==> src/shared/snad_pkg.sv <==
// constants and carrier types for the series node aux and diagnostic logic
package snad_pkg;

  localparam int unsigned CLK_HZ        = 10_000_000;
  localparam int unsigned FLASH1_HZ     = 1;
  localparam int unsigned FLASH2_HZ     = 2;
  localparam int unsigned FLASH1_HALF_CYC = CLK_HZ / (2 * FLASH1_HZ);
  localparam int unsigned FLASH2_HALF_CYC = CLK_HZ / (2 * FLASH2_HZ);

  localparam int unsigned NODES_DEF = 8;
  localparam int unsigned DATA_W    = 32;
  localparam int unsigned ADDR_W    = 8;

  localparam logic [ADDR_W-1:0] OFS_LINE    = 8'h00;
  localparam logic [ADDR_W-1:0] OFS_AUX_IN  = 8'h04;
  localparam logic [ADDR_W-1:0] OFS_AUX_REQ = 8'h08;
  localparam logic [ADDR_W-1:0] OFS_AUX_OUT = 8'h0c;
  localparam logic [ADDR_W-1:0] OFS_FLASH1  = 8'h10;
  localparam logic [ADDR_W-1:0] OFS_FLASH2  = 8'h14;
  localparam logic [ADDR_W-1:0] OFS_MON_DIS = 8'h18;
  localparam logic [ADDR_W-1:0] OFS_COUPLE  = 8'h1c;
  localparam logic [ADDR_W-1:0] OFS_SHUT    = 8'h20;
  localparam logic [ADDR_W-1:0] OFS_DYN     = 8'h24;
  localparam logic [ADDR_W-1:0] OFS_STAT    = 8'h28;
  localparam logic [ADDR_W-1:0] OFS_PRES    = 8'h2c;

  localparam logic [DATA_W-1:0] RST_AUX_REQ = 32'h0000_0000;
  localparam logic [DATA_W-1:0] RST_FLASH   = 32'h0000_0000;
  localparam logic [DATA_W-1:0] RST_MON_DIS = 32'h0000_0000;
  localparam logic [DATA_W-1:0] RST_COUPLE  = 32'hffff_ffff;

  localparam int unsigned LINE_SENSOR_BIT = 0;
  localparam int unsigned LINE_ONLINE_BIT = 1;
  localparam int unsigned LINE_BREAK_BIT  = 2;
  localparam int unsigned LINE_SAFE_BIT   = 3;
  localparam int unsigned LINE_VALID_BIT  = 4;

  typedef struct packed {
    logic              wr;
    logic              rd;
    logic [ADDR_W-1:0] addr;
    logic [DATA_W-1:0] wdata;
  } snad_bus_t;

  typedef struct packed {
    logic online;
    logic cable_break;
  } snad_line_t;

  typedef struct packed {
    logic diag_valid;
    logic safe_ok;
    logic cable_break;
    logic online;
    logic sensor_ok;
  } snad_report_t;

endpackage : snad_pkg

==> src/core/snad_aux_out_cell.sv <==
// one auxiliary output with flashing and output-to-input coupling
`timescale 1ns/100ps
module snad_aux_out_cell #(
  parameter int unsigned HALF1 = snad_pkg::FLASH1_HALF_CYC,
  parameter int unsigned HALF2 = snad_pkg::FLASH2_HALF_CYC
) (
  input  wire logic ref_clk,
  input  wire logic rst,
  input  wire logic req,
  input  wire logic mode1,
  input  wire logic mode2,
  input  wire logic coupled,
  input  wire logic aux_in,
  output logic      out
);
  import snad_pkg::*;

  localparam int unsigned CW = $clog2(((HALF1 > HALF2) ? HALF1 : HALF2) + 1);

  logic [CW-1:0] cnt;
  logic [CW-1:0] half;
  logic          phase;
  logic          freeze;
  logic          flashing;
  logic          next_out;

  assign freeze   = coupled & aux_in;
  assign flashing = mode1 | mode2;
  // mode 1 wins if software sets both
  assign half     = mode1 ? CW'(HALF1 - 1) : CW'(HALF2 - 1);

  always_ff @(posedge ref_clk or posedge rst) begin
    if (rst) begin
      cnt   <= '0;
      phase <= 1'b1;
    end else if (!req || !flashing) begin
      cnt   <= '0;
      phase <= 1'b1;
    end else if (!freeze) begin
      if (cnt >= half) begin
        cnt   <= '0;
        phase <= ~phase;
      end else begin
        cnt   <= cnt + 1'b1;
      end
    end
  end

  assign next_out = req & (flashing ? phase : 1'b1);

  always_ff @(posedge ref_clk or posedge rst) begin
    if (rst) begin
      out <= 1'b0;
    end else if (!freeze) begin
      out <= next_out;
    end
  end

  property p_freeze;
    @(posedge ref_clk) disable iff (rst) freeze |=> $stable(out);
  endproperty
  a_freeze: assert property (p_freeze) else $error("output moved while input switched");

  property p_indep;
    @(posedge ref_clk) disable iff (rst) !coupled |=> out == $past(next_out);
  endproperty
  a_indep: assert property (p_indep) else $error("output not independent of input");

  property p_toggle;
    @(posedge ref_clk) disable iff (rst)
      (req && flashing && !freeze && cnt == half) |=> phase != $past(phase);
  endproperty
  a_toggle: assert property (p_toggle) else $error("flash phase did not toggle");

  property p_restart;
    @(posedge ref_clk) disable iff (rst) $rose(req) |-> (cnt == '0 && phase);
  endproperty
  a_restart: assert property (p_restart) else $error("flash phase not restarted");

endmodule : snad_aux_out_cell

==> src/core/snad_node_diag.sv <==
// line status, per-node diagnostics and auxiliary i/o of the series node chain
// Summary of operation
// - aux inputs are sampled and aux outputs driven every clock cycle
// - aux input bit reads 1 when the input is active, else 0
// - aux output bit reads 1 when the output is active, else 0
// - sensor testing bit is 1 only while all present nodes pass their tests
// - online bit follows whether chain communication is running
// - cable break bit is 1 while a link between loop nodes is broken
// - per-node shutdown bit is 1 when no shutdown, while online
// - per-node dynamic test bit drops on discrepancy or sequence error
// - per-node static test bit drops on cross or short circuit
// - per-node presence bit shows whether the node is physically there
// - offline without cable break, per-node diagnostic bits are invalid
// - offline in cable break, presence is 1 only for nodes in the intact part; online, it follows physical presence
// - flashing mode 1 blinks an active aux output at 1 Hz
// - flashing mode 2 blinks an active aux output at 2 Hz
// - by default a switched aux input freezes its node's output and flashing
// - monitoring disable decouples the output; never set it for reset inputs
// - safe line bit is 1 only while no node has shutdown or error
`timescale 1ns/100ps
module snad_node_diag #(
  parameter int unsigned NODES      = snad_pkg::NODES_DEF,
  parameter int unsigned FLASH1_CYC = snad_pkg::FLASH1_HALF_CYC,
  parameter int unsigned FLASH2_CYC = snad_pkg::FLASH2_HALF_CYC
) (
  input  wire logic                          ref_clk,
  input  wire logic                          rst,
  input  wire snad_pkg::snad_bus_t           bus,
  output logic [snad_pkg::DATA_W-1:0]        rdata,
  input  wire snad_pkg::snad_line_t          line_in,
  input  wire logic [NODES-1:0]              node_shutdown_ok,
  input  wire logic [NODES-1:0]              node_dyn_ok,
  input  wire logic [NODES-1:0]              node_stat_ok,
  input  wire logic [NODES-1:0]              node_present,
  input  wire logic [NODES-1:0]              node_intact,
  input  wire logic [NODES-1:0]              aux_in_pin,
  output logic [NODES-1:0]                   aux_out_pin,
  output snad_pkg::snad_report_t             line_out
);
  import snad_pkg::*;

  function automatic logic [DATA_W-1:0] widen(input logic [NODES-1:0] v);
    widen = DATA_W'(v);
  endfunction : widen

  function automatic logic [NODES-1:0] narrow(input logic [DATA_W-1:0] v);
    narrow = v[NODES-1:0];
  endfunction : narrow

  // polled copies of the chain inputs
  snad_line_t       line_q;
  logic [NODES-1:0] shut_q;
  logic [NODES-1:0] dyn_q;
  logic [NODES-1:0] stat_q;
  logic [NODES-1:0] pres_q;
  logic [NODES-1:0] intact_q;
  logic [NODES-1:0] aux_in_q;

  // software controls
  logic [NODES-1:0] aux_req;
  logic [NODES-1:0] flash1;
  logic [NODES-1:0] flash2;
  logic [NODES-1:0] mon_dis;
  logic [NODES-1:0] couple_en;

  // derived node views
  logic [NODES-1:0] next_shut;
  logic [NODES-1:0] next_dyn;
  logic [NODES-1:0] next_stat;
  logic [NODES-1:0] next_pres;
  logic [NODES-1:0] node_shut_view;
  logic [NODES-1:0] node_dyn_view;
  logic [NODES-1:0] node_stat_view;
  logic [NODES-1:0] node_pres_view;
  snad_report_t     next_line;
  logic [DATA_W-1:0] next_rdata;

  // inputs refreshed every cycle, one flop stage
  always_ff @(posedge ref_clk or posedge rst) begin
    if (rst) begin
      line_q   <= '0;
      shut_q   <= '0;
      dyn_q    <= '0;
      stat_q   <= '0;
      pres_q   <= '0;
      intact_q <= '0;
      aux_in_q <= '0;
    end else begin
      line_q   <= line_in;
      shut_q   <= node_shutdown_ok;
      dyn_q    <= node_dyn_ok;
      stat_q   <= node_stat_ok;
      pres_q   <= node_present;
      intact_q <= node_intact;
      aux_in_q <= aux_in_pin;
    end
  end

  // software writes, no wait states
  always_ff @(posedge ref_clk or posedge rst) begin
    if (rst) begin
      aux_req   <= RST_AUX_REQ[NODES-1:0];
      flash1    <= RST_FLASH[NODES-1:0];
      flash2    <= RST_FLASH[NODES-1:0];
      mon_dis   <= RST_MON_DIS[NODES-1:0];
      couple_en <= RST_COUPLE[NODES-1:0];
    end else if (bus.wr) begin
      unique case (bus.addr)
        OFS_AUX_REQ: aux_req   <= narrow(bus.wdata);
        OFS_FLASH1:  flash1    <= narrow(bus.wdata);
        OFS_FLASH2:  flash2    <= narrow(bus.wdata);
        OFS_MON_DIS: mon_dis   <= narrow(bus.wdata);
        OFS_COUPLE:  couple_en <= narrow(bus.wdata);
        default: ;
      endcase
    end
  end

  // per-node diagnostics; invalid bits read as zero while offline
  always_comb begin
    next_shut = line_q.online ? shut_q : '0;
    next_dyn  = line_q.online ? dyn_q  : '0;
    next_stat = line_q.online ? stat_q : '0;
    if (line_q.online) begin
      next_pres = pres_q;
    end else if (line_q.cable_break) begin
      next_pres = intact_q;
    end else begin
      next_pres = '0;
    end
  end

  // line level summary
  always_comb begin
    next_line             = '0;
    next_line.online      = line_q.online;
    next_line.cable_break = line_q.cable_break;
    next_line.diag_valid  = line_q.online | line_q.cable_break;
    // a missing node counts as a passing one
    next_line.sensor_ok   = line_q.online & (&((dyn_q & stat_q) | ~pres_q));
    next_line.safe_ok     = line_q.online & ~line_q.cable_break
                            & (&(shut_q & dyn_q & stat_q & pres_q));
  end

  always_ff @(posedge ref_clk or posedge rst) begin
    if (rst) begin
      line_out       <= '0;
      node_shut_view <= '0;
      node_dyn_view  <= '0;
      node_stat_view <= '0;
      node_pres_view <= '0;
    end else begin
      line_out       <= next_line;
      node_shut_view <= next_shut;
      node_dyn_view  <= next_dyn;
      node_stat_view <= next_stat;
      node_pres_view <= next_pres;
    end
  end

  // one output cell per node
  for (genvar n = 0; n < NODES; n++) begin : g_out
    snad_aux_out_cell #(
      .HALF1 (FLASH1_CYC),
      .HALF2 (FLASH2_CYC)
    ) u_cell (
      .ref_clk (ref_clk),
      .rst     (rst),
      .req     (aux_req[n]),
      .mode1   (flash1[n]),
      .mode2   (flash2[n]),
      .coupled (couple_en[n] & ~mon_dis[n]),
      .aux_in  (aux_in_q[n]),
      .out     (aux_out_pin[n])
    );
  end

  // read mux; unmapped offsets read zero
  always_comb begin
    next_rdata = '0;
    unique case (bus.addr)
      OFS_LINE: begin
        next_rdata[LINE_SENSOR_BIT] = line_out.sensor_ok;
        next_rdata[LINE_ONLINE_BIT] = line_out.online;
        next_rdata[LINE_BREAK_BIT]  = line_out.cable_break;
        next_rdata[LINE_SAFE_BIT]   = line_out.safe_ok;
        next_rdata[LINE_VALID_BIT]  = line_out.diag_valid;
      end
      OFS_AUX_IN:  next_rdata = widen(aux_in_q);
      OFS_AUX_REQ: next_rdata = widen(aux_req);
      OFS_AUX_OUT: next_rdata = widen(aux_out_pin);
      OFS_FLASH1:  next_rdata = widen(flash1);
      OFS_FLASH2:  next_rdata = widen(flash2);
      OFS_MON_DIS: next_rdata = widen(mon_dis);
      OFS_COUPLE:  next_rdata = widen(couple_en);
      OFS_SHUT:    next_rdata = widen(node_shut_view);
      OFS_DYN:     next_rdata = widen(node_dyn_view);
      OFS_STAT:    next_rdata = widen(node_stat_view);
      OFS_PRES:    next_rdata = widen(node_pres_view);
      default:     next_rdata = '0;
    endcase
  end

  // data stands only in the cycle after the read strobe
  always_ff @(posedge ref_clk or posedge rst) begin
    if (rst) begin
      rdata <= '0;
    end else begin
      rdata <= bus.rd ? next_rdata : '0;
    end
  end

  property p_poll;
    @(posedge ref_clk) disable iff (rst)
      (bus.rd && bus.addr == OFS_AUX_IN) |=> rdata == widen($past(aux_in_pin, 2));
  endproperty
  a_poll: assert property (p_poll) else $error("aux input read is stale");

  property p_out_read;
    @(posedge ref_clk) disable iff (rst)
      (bus.rd && bus.addr == OFS_AUX_OUT) |=> rdata == widen($past(aux_out_pin));
  endproperty
  a_out_read: assert property (p_out_read) else $error("aux output read mismatch");

  property p_sensor;
    @(posedge ref_clk) disable iff (rst)
      !(&((node_dyn_ok & node_stat_ok) | ~node_present)) |-> ##2 !line_out.sensor_ok;
  endproperty
  a_sensor: assert property (p_sensor) else $error("sensor test bit not cleared");

  property p_online;
    @(posedge ref_clk) disable iff (rst)
      ##2 line_out.online == $past(line_in.online, 2);
  endproperty
  a_online: assert property (p_online) else $error("online bit mismatch");

  property p_break;
    @(posedge ref_clk) disable iff (rst)
      $rose(line_in.cable_break) |-> ##2 line_out.cable_break;
  endproperty
  a_break: assert property (p_break) else $error("cable break not reported");

  property p_shut;
    @(posedge ref_clk) disable iff (rst)
      (line_in.online && !node_shutdown_ok[0]) |-> ##2 !node_shut_view[0] && !line_out.safe_ok;
  endproperty
  a_shut: assert property (p_shut) else $error("shutdown not shown");

  property p_dyn;
    @(posedge ref_clk) disable iff (rst)
      (line_in.online && node_dyn_ok[0]) |-> ##2 node_dyn_view[0];
  endproperty
  a_dyn: assert property (p_dyn) else $error("dynamic test bit wrong");

  property p_stat;
    @(posedge ref_clk) disable iff (rst)
      (line_in.online && node_stat_ok[0]) |-> ##2 node_stat_view[0];
  endproperty
  a_stat: assert property (p_stat) else $error("static test bit wrong");

  property p_pres;
    @(posedge ref_clk) disable iff (rst)
      line_in.online |-> ##2 node_pres_view == $past(node_present, 2);
  endproperty
  a_pres: assert property (p_pres) else $error("presence bit wrong");

  property p_intact;
    @(posedge ref_clk) disable iff (rst)
      (!line_in.online && line_in.cable_break) |-> ##2 node_pres_view == $past(node_intact, 2);
  endproperty
  a_intact: assert property (p_intact) else $error("intact area presence wrong");

  property p_invalid;
    @(posedge ref_clk) disable iff (rst)
      (!line_in.online && !line_in.cable_break) |-> ##2 !line_out.diag_valid;
  endproperty
  a_invalid: assert property (p_invalid) else $error("diagnostics marked valid offline");

  property p_safe;
    @(posedge ref_clk) disable iff (rst)
      line_out.safe_ok |-> $past(&(shut_q & dyn_q & stat_q & pres_q)) && $past(line_q.online);
  endproperty
  a_safe: assert property (p_safe) else $error("safe bit set with a fault");

endmodule : snad_node_diag

==> config.mk <==
export PLATFORM = sky130hd
export DESIGN_NAME = snad_node_diag
export DESIGN_NICKNAME = d
export VERILOG_FILES = /design/src/shared/snad_pkg.sv /design/src/core/snad_aux_out_cell.sv /design/src/core/snad_node_diag.sv
export SDC_FILE = /design/constraint.sdc
export NUM_CORES = 1
export LEC_CHECK = 0
export ABC_AREA = 1
export BUFFER_PORTS_ARGS = -buffer_cell sky130_fd_sc_hd__buf_4
export CORE_AREA = 2 2 172 191
export DETAILED_ROUTE_END_ITERATION = 8
export DIE_AREA = 0 0 174 193
export PLACE_DENSITY = 0.85
export SLEW_MARGIN = 20
export SYNTH_ARGS = -nofsm -noshare
export SYNTH_HDL_FRONTEND = slang
export SYNTH_SLANG_ARGS = --single-unit
export TNS_END_PERCENT = 1
==> constraint.sdc <==
create_clock -name ref_clk -period 14.7 [get_ports ref_clk]
set_input_delay 2.205 -clock ref_clk [delete_from_list [all_inputs] [get_ports ref_clk]]
set_output_delay 2.205 -clock ref_clk [all_outputs]
set_load 0.02 [all_outputs]
==> impl_metrics.xml <==
<?xml version="1.0" encoding="UTF-8"?>
<metrics>
  <group name="pwr">
    <metric name="internal_power" unit="W">0.00153</metric>
    <metric name="worst_ir_drop_vdd" unit="mV">0.0926</metric>
    <metric name="power.share.switching" unit="%">23.3</metric>
    <metric name="static-leakage-power" unit="nW">9.99</metric>
    <metric name="finalPower" unit="W">0.00199</metric>
    <metric name="p_switching" unit="W">0.000465</metric>
    <metric name="powerDensity" unit="nW/µm²">94.6</metric>
    <metric name="p_comb_share" unit="%">5.5</metric>
    <metric name="share_clk_of_total_power" unit="%">45.9</metric>
    <metric name="sequentialPowerShare" unit="%">48.6</metric>
  </group>
  <group name="routing">
    <metric name="drt.antenna.violating_nets" unit="">0</metric>
    <metric name="routedWlPerCell" unit="µm">14.9</metric>
    <metric name="vias_per_cell" unit="">5.43</metric>
    <metric name="violation_count_after_the_first_detailed_route_iteration" unit="">1364</metric>
    <metric name="routed-via-count" unit="">16300</metric>
    <metric name="dr.pass1.iters" unit="">7</metric>
    <metric name="drt-total-wl" unit="µm">44700</metric>
    <metric name="post-route-drc-count" unit="">0</metric>
  </group>
  <group name="clock_network">
    <metric name="clock_tree.root_cell" unit="">clkbuf_16</metric>
    <metric name="clk_pin_slew" unit="ns">0.06</metric>
    <metric name="cts_inserted_buffers" unit="">36</metric>
    <metric name="clk-insertion-delay-late" unit="ns">0.53</metric>
    <metric name="post_cts_resized" unit="">0</metric>
    <metric name="cts_setup_buffers" unit="">0</metric>
    <metric name="cts_num_sinks" unit="">335</metric>
    <metric name="clock_tree.buffer_depth" unit="">3</metric>
    <metric name="postCtsHoldBufs" unit="">0</metric>
    <metric name="cts-htree-levels" unit="">2</metric>
    <metric name="cts_tree" unit="">yes</metric>
  </group>
  <group name="final_layout">
    <metric name="registers.top_by_ff_count" unit="">g_out.u_cell.cnt</metric>
    <metric name="area_taken_by_multi_input_logic_gates" unit="µm²">9240</metric>
    <metric name="area_growth_syn_to_layout" unit="%">10.8</metric>
    <metric name="largest_reg_flops" unit="">184</metric>
    <metric name="finish.net_count" unit="">2730</metric>
    <metric name="final_area" unit="µm²">21100</metric>
    <metric name="n_antenna_cell" unit="">0</metric>
    <metric name="fillerInstances" unit="">2591</metric>
    <metric name="drive_above_1_share" unit="%">9.98</metric>
    <metric name="ff_latch_area" unit="µm²">8400</metric>
  </group>
  <group name="min_path">
    <metric name="min-delay-path-class" unit="">reg2reg</metric>
  </group>
  <group name="synthesis">
    <metric name="synth_enable_flop_cells" unit="">0</metric>
    <metric name="synth-seq-cells" unit="">335</metric>
    <metric name="synth_async_sr_flop_share" unit="%">100</metric>
    <metric name="yosysWarnings" unit="">0</metric>
    <metric name="mean_area_per_synthesized_cell" unit="µm²">7.76</metric>
    <metric name="syn_inst" unit="">2452</metric>
    <metric name="mappedNetlistArea" unit="µm²">19000</metric>
    <metric name="synth_seq_area_share" unit="%">44.2</metric>
    <metric name="synth_cell_type_count" unit="">46</metric>
    <metric name="dominantRegCellSynth" unit="">dfrtp_1</metric>
  </group>
  <group name="worst_setup_path">
    <metric name="critical_path_required" unit="ns">15.08</metric>
    <metric name="crit_type" unit="">in2reg</metric>
    <metric name="critPathArrivalTime" unit="ns">3.80</metric>
    <metric name="worst_setup_path_start_kind" unit="">input pin</metric>
    <metric name="crit_path_end_kind" unit="">register</metric>
    <metric name="critical_path_peak_fanout" unit="">16</metric>
  </group>
  <group name="timing">
    <metric name="max-slew-margin-rel" unit="%">28.4</metric>
    <metric name="worst-slew-pin-transition" unit="ns">1.07</metric>
    <metric name="layout_setup_ws" unit="ns">11.28</metric>
    <metric name="hold_viol" unit="">0</metric>
    <metric name="report.final.setup_viol" unit="">0</metric>
    <metric name="whs" unit="ns">0.471</metric>
    <metric name="shortest_period_the_worst_path_allows" unit="ns">3.42</metric>
    <metric name="setup_total_negative_slack" unit="ns">0</metric>
    <metric name="layout_worst_path_cycle_share" unit="%">23.2</metric>
    <metric name="clock.fmax" unit="MHz">293</metric>
    <metric name="clock-skew-final" unit="ns">0.0301</metric>
    <metric name="slew_violations" unit="">0</metric>
    <metric name="rsz_0062_raised_after_global_routing" unit="">no</metric>
  </group>
  <group name="placement">
    <metric name="hpwlAfterDp" unit="µm">31500</metric>
    <metric name="placedInstanceArea" unit="µm²">19900</metric>
    <metric name="dpl_worst_slack" unit="ns">10.63</metric>
    <metric name="finalWeightedCongestion" unit="">0.882</metric>
    <metric name="portBuffers" unit="">90</metric>
  </group>
  <group name="floorplan">
    <metric name="top_level_ports" unit="">139</metric>
    <metric name="dieWidth" unit="µm">174</metric>
    <metric name="initial_utilization" unit="%">59.9</metric>
    <metric name="fp.dieH" unit="µm">193</metric>
    <metric name="core-area" unit="µm²">31800</metric>
    <metric name="floorplan.die_area" unit="µm²">33600</metric>
    <metric name="core.rowCount" unit="">69</metric>
  </group>
  <group name="global_routing">
    <metric name="groute.usage.overall" unit="%">26.8</metric>
    <metric name="antenna_violations_before_repair" unit="">0</metric>
    <metric name="grt-ovfl-total" unit="">0</metric>
    <metric name="largest_net_degree_at_the_start_of_global_routing" unit="">203</metric>
    <metric name="global_route_wire_length_before_repair" unit="µm">74600</metric>
    <metric name="via_count_of_the_first_global_routing_pass" unit="">16000</metric>
  </group>
  <group name="run_status">
    <metric name="status" unit="">finished clean</metric>
  </group>
  <group name="run">
    <metric name="cap_violations" unit="">0</metric>
  </group>
</metrics>
==> logic make-up (layout without fill, tap and decap cells) <==
logic type / count (synthesis) / count (layout) / share of synthesized area (%)
XOR/XNOR: 116 / 116 / 5.34
other: 1 / 24 / 0.0197
AND/OR/NAND/NOR: 1402 / 1402 / 31.6
adder cells (fa/ha/maj): 96 / 96 / 6.31
buffers and inverters: 325 / 415 / 7.73
flip-flops: 335 / 335 / 44.2
AO/OA/AOI/OAI: 177 / 177 / 4.83
==> placed cells by master, fill, tap and decap left out, types with 3 or more instances in the layout <==
cell / count
nor2_2: 20
nand2_4: 3
dfrtp_1: 319
clkbuf_8: 4
bufinv_16: 3
nor4_1: 8
o21ai_0: 112
nand4_1: 57
or2_2: 7
nand3_2: 5
nand2_2: 18
nand2_1: 654
and2_1: 3
dfstp_2: 16
nand3b_1: 3
conb_1: 24
xnor2_1: 33
nor3_1: 33
nor2_1: 426
ha_1: 96
clkbuf_1: 10
inv_4: 5
nand3_1: 137
nor2_4: 14
inv_2: 13
inv_1: 241
nor3b_1: 5
o21bai_1: 3
a21oi_1: 40
xor2_1: 83
o21ai_1: 14
buf_4: 90
clkbuf_16: 38
clkinv_2: 6
==> per-stage QoR <==
stage | cells | utilization, %
finish | 2991 | 66.4
global route | 2991 | 66.4
CTS | 2990 | 66.3
detailed placement | 2927 | 62.5
global placement | 2927 | 62.5
floorplan | 2475 | -
==> routing by layer <==
layer	part of all wire [%]	vias up	GRT usage, %
met2	50	529	46.8
li1	-	7874	-
met4	3.6	0	11.1
met1	41	7734	34.0
met3	5.8	116	3.67
met5	0	-	0
==> final timing paths <==
kind,start,to,slack (ns),cells after the start
worst max-delay path,bus[33],flash1[1],11.28,7
worst max register to register,flash1[4],g_out[4].u_cell.cnt[21],11.81,11
worst min register to register,g_out[2].u_cell.phase,g_out[2].u_cell.phase,0.47,2
max in group asynchronous,rst,g_out[3].u_cell.phase,11.31,4
min in group asynchronous,rst,line_q[1],1.87,2
worst min-delay path,g_out[2].u_cell.phase,g_out[2].u_cell.phase,0.47,2
==> synth_stat cells, types with 2 or more instances <==
library cell	instances	share of area, %
a21oi_1	40	1.1
a21oi_2	2	0.092
and2_1	3	0.099
buf_1	2	0.039
buf_2	10	0.26
buf_4	38	1.5
buf_6	8	0.47
buf_8	2	0.16
clkbuf_1	5	0.099
dfrtp_1	319	42
dfstp_2	16	2.2
ha_1	96	6.3
inv_1	242	4.8
inv_2	13	0.26
inv_4	5	0.16
nand2_1	654	13
nand2_2	18	0.59
nand2_4	3	0.18
nand3_1	137	3.6
nand3_2	5	0.26
nand3b_1	3	0.12
nand4_1	57	1.9
nor2_1	426	8.4
nor2_2	20	0.66
nor2_4	14	0.83
nor3_1	33	0.87
nor3_2	2	0.11
nor3b_1	5	0.20
nor4_1	8	0.26
o21a_1	2	0.079
o21ai_0	112	2.9
o21ai_1	14	0.37
o21ai_2	2	0.092
o21bai_1	3	0.12
or2_1	2	0.066
or2_2	7	0.23
xnor2_1	33	1.5
xor2_1	83	3.8
==> critical path, stage by stage <==
cell	delay, ns
buf_4	0.11
nor2_2	0.20
nand3_1	0.19
nor2_2	0.50
nand2_2	0.38
nand2_1	0.14
o21ai_1	0.07
==> cell type report <==
class / instances / share of cell area (%)
sequential: 335 / 39.9
timing repair buffer: 92 / 3.43
inverter: 260 / 4.72
multi-input combinational: 1815 / 43.8
clock buffer: 52 / 4.95
clock inverter: 11 / 0.683
tap: 426 / 2.53
==> power by group through the flow <==
stage               Clock [W]  Combinational [W]  Sequential, W
finish               0.000915           0.000110       0.000969
global route         0.000965           0.000125       0.000971
CTS                  0.000925           0.000110       0.000969
detailed placement          0           0.000108       0.000985
global placement            0           0.000104       0.000983
floorplan                   0          0.0000793       0.000977
No activity file was read; power rests on OpenSTA's default activity.
